==> config.mk <==
export PLATFORM = sky130hd
export DESIGN_NAME = cstx_exec
export DESIGN_NICKNAME = d
export VERILOG_FILES = /design/src/include/cstx_pkg.sv /design/src/design/cstx_xor_zero.sv /design/src/design/cstx_exec.sv
export VERILOG_INCLUDE_DIRS = /design/src /design/src/include
export SDC_FILE = /design/constraint.sdc
export NUM_CORES = 1
export LEC_CHECK = 0
export ABC_AREA = 1
export BUFFER_PORTS_ARGS = -buffer_cell sky130_fd_sc_hd__buf_2
export CAP_MARGIN = 40
export CORE_ASPECT_RATIO = 0.5
export CORE_UTILIZATION = 50
export CTS_BUF_LIST = sky130_fd_sc_hd__clkbuf_8
export CTS_CLUSTER_DIAMETER = 60
export CTS_CLUSTER_SIZE = 8
export DETAILED_ROUTE_END_ITERATION = 10
export MAX_ROUTING_LAYER = met4
export PLACE_DENSITY = 0.82
export SETUP_SLACK_MARGIN = 0.2
export SLEW_MARGIN = 20
export SYNTH_ARGS = -nofsm -noshare
export SYNTH_HDL_FRONTEND = slang
export SYNTH_SLANG_ARGS = --single-unit
==> constraint.sdc <==
create_clock -name CLK_SYS -period 1.7 [get_ports CLK_SYS]
set_input_delay 0.085 -clock CLK_SYS [delete_from_list [all_inputs] [get_ports CLK_SYS]]
set_output_delay 0.085 -clock CLK_SYS [all_outputs]
set_load 0.05 [all_outputs]
==> src/include/cstx_defs.svh <==
// constants for the skip, table-read and exclusive-or execution unit
`ifndef CSTX_DEFS_SVH
`define CSTX_DEFS_SVH
`define CSTX_PC_W        14
`define CSTX_PAGE_W      6
`define CSTX_PTR_W       8
`define CSTX_LAST_PAGE   6'h3F
`define CSTX_ZERO_BYTE   8'h00
`define CSTX_NIB_LO      3:0
`define CSTX_NIB_HI      7:4
`define CSTX_WORD_LO     7:0
`define CSTX_WORD_HI     15:8
`define CSTX_PC_PAGE     13:8
`define CSTX_ACC_RST     8'h00
`define CSTX_TABLE_HIGH_LATCH_RST    8'h00
`endif

==> src/include/cstx_pkg.sv <==
// types for the skip, table-read and exclusive-or execution unit
package cstx_pkg;
    typedef enum logic [3:0] {
        CSTX_NOP,
        CSTX_SWAP_ACC,
        CSTX_SKIP_ZERO,
        CSTX_COPY_SKIP,
        CSTX_BIT_SKIP,
        CSTX_TBL_CUR,
        CSTX_TBL_LAST,
        CSTX_XOR_ACC,
        CSTX_XOR_MEM,
        CSTX_XOR_IMM
    } cstx_op_t;

    typedef struct packed {
        logic        valid;
        cstx_op_t    op;
        logic [2:0]  bit_sel;
        logic [7:0]  imm;
        logic [7:0]  mem_data;
        logic [13:0] pc;
        logic [7:0]  ptr;
    } cstx_req_t;

    typedef enum logic [1:0] {
        CSTX_IDLE,
        CSTX_TBL_WAIT,
        CSTX_DUMMY
    } cstx_state_t;

    typedef struct packed {
        cstx_state_t state;
        logic [7:0]  acc;
        logic [7:0]  tbl_high;
        logic        zero_flag;
        logic        mem_we;
        logic [7:0]  mem_wdata;
        logic        skip;
        logic        busy;
        logic        rom_re;
        logic [13:0] rom_addr;
        logic        done;
    } cstx_regs_t;
endpackage : cstx_pkg

==> src/design/cstx_xor_zero.sv <==
// bitwise exclusive-or with a zero test of the result
`timescale 1ns/10ps
module cstx_xor_zero (
    input  wire logic [7:0] a,
    input  wire logic [7:0] b,
    output logic      [7:0] y,
    output logic            is_zero
);
    assign y       = a ^ b;
    assign is_zero = ~|y;
endmodule : cstx_xor_zero

==> src/design/cstx_exec.sv <==
// execution unit for swap, skip, table-read and exclusive-or instructions
`timescale 1ns/10ps
`include "cstx_defs.svh"
module cstx_exec
    import cstx_pkg::*;
(
    // clock and reset
    input  wire logic        CLK_SYS,
    input  wire logic        RESET,
    // decoded instruction with operand
    input  wire cstx_req_t   REQ,
    // program memory read
    input  wire logic [15:0] ROM_DATA,
    output logic             ROM_RE,
    output logic [13:0]      ROM_ADDR,
    // data memory write-back
    output logic             MEM_WE,
    output logic [7:0]       MEM_WDATA,
    // core state
    output logic [7:0]       ACC,
    output logic [7:0]       TBL_HIGH,
    output logic             ZERO_FLAG,
    // sequencing
    output logic             SKIP,
    output logic             BUSY,
    output logic             DONE
);
    cstx_regs_t r;
    cstx_regs_t next_r;
    logic [7:0] xor_b;
    logic [7:0] xor_y;
    logic       xor_z;
    logic       byte_zero;
    logic       bit_clear;

    // one shared xor: immediate form takes the constant, others the byte
    assign xor_b = (REQ.op == CSTX_XOR_IMM) ? REQ.imm : REQ.mem_data;

    cstx_xor_zero u_xor (
        .a       (r.acc),
        .b       (xor_b),
        .y       (xor_y),
        .is_zero (xor_z)
    );

    assign byte_zero = (REQ.mem_data == `CSTX_ZERO_BYTE);
    assign bit_clear = ~REQ.mem_data[REQ.bit_sel];

    always_comb begin
        next_r        = r;
        next_r.mem_we = 1'b0;
        next_r.skip   = 1'b0;
        next_r.done   = 1'b0;
        next_r.rom_re = 1'b0;
        case (r.state)
            CSTX_IDLE: begin
                next_r.busy = 1'b0;
                if (REQ.valid) begin
                    case (REQ.op)
                        CSTX_SWAP_ACC: begin
                            next_r.acc = {REQ.mem_data[`CSTX_NIB_LO],
                                          REQ.mem_data[`CSTX_NIB_HI]};
                            next_r.done = 1'b1;
                        end
                        CSTX_SKIP_ZERO: begin
                            if (byte_zero) begin
                                next_r.skip  = 1'b1;
                                next_r.busy  = 1'b1;
                                next_r.state = CSTX_DUMMY;
                            end else begin
                                next_r.done = 1'b1;
                            end
                        end
                        CSTX_COPY_SKIP: begin
                            next_r.acc = REQ.mem_data;
                            if (byte_zero) begin
                                next_r.skip  = 1'b1;
                                next_r.busy  = 1'b1;
                                next_r.state = CSTX_DUMMY;
                            end else begin
                                next_r.done = 1'b1;
                            end
                        end
                        CSTX_BIT_SKIP: begin
                            if (bit_clear) begin
                                next_r.skip  = 1'b1;
                                next_r.busy  = 1'b1;
                                next_r.state = CSTX_DUMMY;
                            end else begin
                                next_r.done = 1'b1;
                            end
                        end
                        CSTX_TBL_CUR: begin
                            next_r.rom_re   = 1'b1;
                            next_r.rom_addr = {REQ.pc[`CSTX_PC_PAGE],
                                               REQ.ptr};
                            next_r.busy     = 1'b1;
                            next_r.state    = CSTX_TBL_WAIT;
                        end
                        CSTX_TBL_LAST: begin
                            next_r.rom_re   = 1'b1;
                            next_r.rom_addr = {`CSTX_LAST_PAGE,
                                               REQ.ptr};
                            next_r.busy     = 1'b1;
                            next_r.state    = CSTX_TBL_WAIT;
                        end
                        CSTX_XOR_ACC, CSTX_XOR_IMM: begin
                            next_r.acc       = xor_y;
                            next_r.zero_flag = xor_z;
                            next_r.done      = 1'b1;
                        end
                        CSTX_XOR_MEM: begin
                            next_r.mem_we    = 1'b1;
                            next_r.mem_wdata = xor_y;
                            next_r.zero_flag = xor_z;
                            next_r.done      = 1'b1;
                        end
                        default: begin
                            next_r.done = 1'b1;
                        end
                    endcase
                end
            end
            CSTX_TBL_WAIT: begin
                // program memory answers in the same cycle as the read strobe
                next_r.mem_we    = 1'b1;
                next_r.mem_wdata = ROM_DATA[`CSTX_WORD_LO];
                next_r.tbl_high  = ROM_DATA[`CSTX_WORD_HI];
                next_r.busy      = 1'b0;
                next_r.done      = 1'b1;
                next_r.state     = CSTX_IDLE;
            end
            CSTX_DUMMY: begin
                // dummy cycle replaces the discarded prefetch
                next_r.busy  = 1'b0;
                next_r.done  = 1'b1;
                next_r.state = CSTX_IDLE;
            end
            default: begin
                next_r.state = CSTX_IDLE;
            end
        endcase
    end

    always_ff @(posedge CLK_SYS) begin
        if (RESET) begin
            r           <= '0;
            r.state     <= CSTX_IDLE;
            r.acc       <= `CSTX_ACC_RST;
            r.tbl_high  <= `CSTX_TABLE_HIGH_LATCH_RST;
        end else begin
            r <= next_r;
        end
    end

    assign ROM_RE    = r.rom_re;
    assign ROM_ADDR  = r.rom_addr;
    assign MEM_WE    = r.mem_we;
    assign MEM_WDATA = r.mem_wdata;
    assign ACC       = r.acc;
    assign TBL_HIGH  = r.tbl_high;
    assign ZERO_FLAG = r.zero_flag;
    assign SKIP      = r.skip;
    assign BUSY      = r.busy;
    assign DONE      = r.done;
endmodule : cstx_exec

==> impl_metrics.json <==
{
  "status": "finished, final reports clean",
  "grt_pass1_wl_um": 10100,
  "rows": 18,
  "wl_um": 6370,
  "cp.required_ns": 1.92,
  "dpl.hpwl_um": 4890,
  "finalSetupViolations": 0,
  "end_kind": "register",
  "hp-start": "REQ[17]",
  "start_kind": "register",
  "r2r_slack_ns": 0.31,
  "ios": 108,
  "worstMarginPinSlew_ns": 0.362,
  "cts_root_buf": "clkbuf_8",
  "p_seq_frac": 0.485,
  "wl_per_cell_um": 12.0,
  "die_w_um": 106,
  "fin_crit_sh": 0.817,
  "io_buffer_count": 99,
  "seq_area_frac_synth": 0.339,
  "internal-power_mw": 1.61,
  "h-tree-depth": 2,
  "grt_pass1_vias": 2259,
  "switchingPower_uw": 754,
  "syn_nets": 460,
  "diodes": 0,
  "synth_cell_types": 31,
  "viasPerCell": 5.05,
  "synth_edf_count": 0,
  "synth_flop_cell": "dfxtp_1",
  "hp-class": "primary input to register",
  "stdcell_area_sq_um": 3140,
  "areaGrowthSynthToFinish_pct": 15.8,
  "cp.arrival_ns": 1.61,
  "nets": 527,
  "worstPathMaxFanout": 8,
  "p_comb_frac": 0.244,
  "final_common_cell": "buf_2",
  "synth.top_cell.area_share": 0.339,
  "max_cap_violations": 0,
  "irDropWorstVdd_uv": 341,
  "fillers": 507,
  "drive_gt1_frac": 0.322,
  "grt_max_degree": 20,
  "netlist_area_sq_um": 2710,
  "fin_crit_ns": 1.39,
  "swShare": 0.318,
  "drtIter0Drc": 222,
  "gr-usage-all-layers": 0.231,
  "dr.pass1.iters": 4,
  "core_sq_um": 5070,
  "final-hold-violation-count": 0,
  "r2r_start": "r[45]",
  "multi_input_area_sq_um": 1340,
  "syn_inst": 393,
  "seq_area_sq_um": 923,
  "die_height_um": 54.1,
  "antenna_found_initial": 0,
  "max_freq_ghz": 0.720,
  "die-area_sq_um": 5740,
  "clk_latency_ns": 0.29,
  "fin_worst_skew_ns": 0.00541,
  "cts_made_buffers": 5,
  "yosysTopAreaCell": "dfxtp_1",
  "gp_congestion": 0.888,
  "placed_area_sq_um": 2990,
  "vias": 2673,
  "synth-seq-cells": 46,
  "yosys-top-cells-area": "dfxtp_1 (34%), buf_4 (11%), nand2_1 (10%)",
  "hold_buffers": 0,
  "ys.warnings.count": 0,
  "setup_tns_ns": 0,
  "clock_power_share": 0.271,
  "slew-limit-headroom": 0.758,
  "clockBufferDepth": 2,
  "initial_utilization": 0.535,
  "final_cell_mix": "buf_2 (99), nand2_1 (72), nor2_1 (52), dfxtp_1 (44), o21ai_0 (35)",
  "crit_type": "register to register",
  "p_leak_nw": 1.60,
  "finalMaxSlewViolations": 0,
  "rsz0062_at_grt": "false",
  "cts_sinks": 46,
  "grt-ovfl-total": 0,
  "ant_nets": 0,
  "ff2ff_path_depth": 9,
  "hold_path_depth": 3,
  "drc_errors": 0,
  "r2r-end": "MEM_WDATA[1]",
  "cts_tree": "done",
  "clk_pin_slew_ns": 0.08,
  "avgSynthCellArea_sq_um": 6.90,
  "min_to": "ROM_ADDR[9]",
  "powerDensity_nw_per_um2": 754,
  "async_flop_share": 0
}
[power by group through the flow]
stage          Combinational [mW]  Clock, mW  Sequential (mW)
2_1_floorplan               0.427          0             1.18
3_3_place_gp                0.552          0             1.17
3_5_place_dp                0.556          0             1.17
4_1_cts                     0.567      0.660             1.15
5_1_grt                     0.630      0.711             1.16
6_report                    0.577      0.642             1.15
[cell usage after synthesis, drive strengths merged (2+ instances only)]
master and number:
buf 45, nor3 6, a31oi 8, inv 37, nand4 4, o211ai 2, nand3 27, dfxtp 46
a21oi 17, clkbuf 4, a211oi 2, nor2 57, o21ai 41, nand2 80, o22ai 7, nand3b 5
ha 3
[cell families after synthesis]
logic type	share of synthesized area
flip-flops	0.339
buffers and inverters	0.184
adder cells (fa/ha/maj)	0.0138
AND/OR/NAND/NOR	0.304
AO/OA/AOI/OAI	0.158
[registers in the layout (all words and copies together) (netlist names)]
register   flops
ACC            8
BUSY           1
DONE           1
MEM_WDATA      8
MEM_WE         1
ROM_ADDR      14
ROM_RE         1
SKIP           1
TBL_HIGH       8
ZERO_FLAG      1
r              2
[worst max-delay path by stage]
stage | start | slack, ns | endpoint | depth (start not counted)
after CTS | r[44] | 0.19 | ZERO_FLAG | 10
after floorplan | r[44] | 0.23 | MEM_WDATA[5] | 9
after global placement | r[44] | 0.16 | MEM_WDATA[1] | 8
after global routing | r[45] | 0.21 | ZERO_FLAG | 10
final | r[45] | 0.31 | MEM_WDATA[1] | 9
after detailed placement | r[45] | 0.11 | MEM_WDATA[1] | 8
[metrics by stage]
stage | utilization | total power [mW] | hold WS, ns | std cells | setup slack, ns
floorplan | - | 1.61 | 0.154 | 393 | 0.225
global placement | 0.591 | 1.72 | 0.312 | 521 | 0.164
detailed placement | 0.591 | 1.73 | 0.325 | 521 | 0.110
CTS | 0.614 | 2.37 | 0.0246 | 528 | 0.187
global route | 0.620 | 2.50 | 0.0199 | 529 | 0.211
finish | 0.620 | 2.37 | 0.0282 | 529 | 0.312
[worst max-delay path: stages (launching register included)]
cell and delay [ns]:
dfxtp_2 0.34, inv_2 0.07, ha_4 0.14, nand2_1 0.09, inv_4 0.12, nand3_4 0.12, inv_2 0.09, buf_4 0.15
nand2_1 0.08, a31oi_1 0.12
[routing by layer]
layer	GRT usage	vias to the layer above	share of wire
met5	-	-	0
met4	0.0532	0	0.0036
met3	0.0436	5	0.068
met2	0.389	92	0.45
met1	0.293	1193	0.48
li1	-	1383	-
[area by class of cell]
type / instances / share of cell area
Inverter: 37 / 0.0458
Multi-Input combinational cell: 262 / 0.427
Tap cell: 70 / 0.0279
Clock buffer: 6 / 0.0263
Timing Repair Buffer: 108 / 0.179
Sequential cell: 46 / 0.294
[repair_timing]
item	4_1_cts	5_1_grt
pin swaps	0	1
gates cloned	1	0
endpoints found under the setup margin	16	31
resized for setup	4	13
buffers inserted	0	1
No activity file was read; power rests on OpenSTA's default activity.
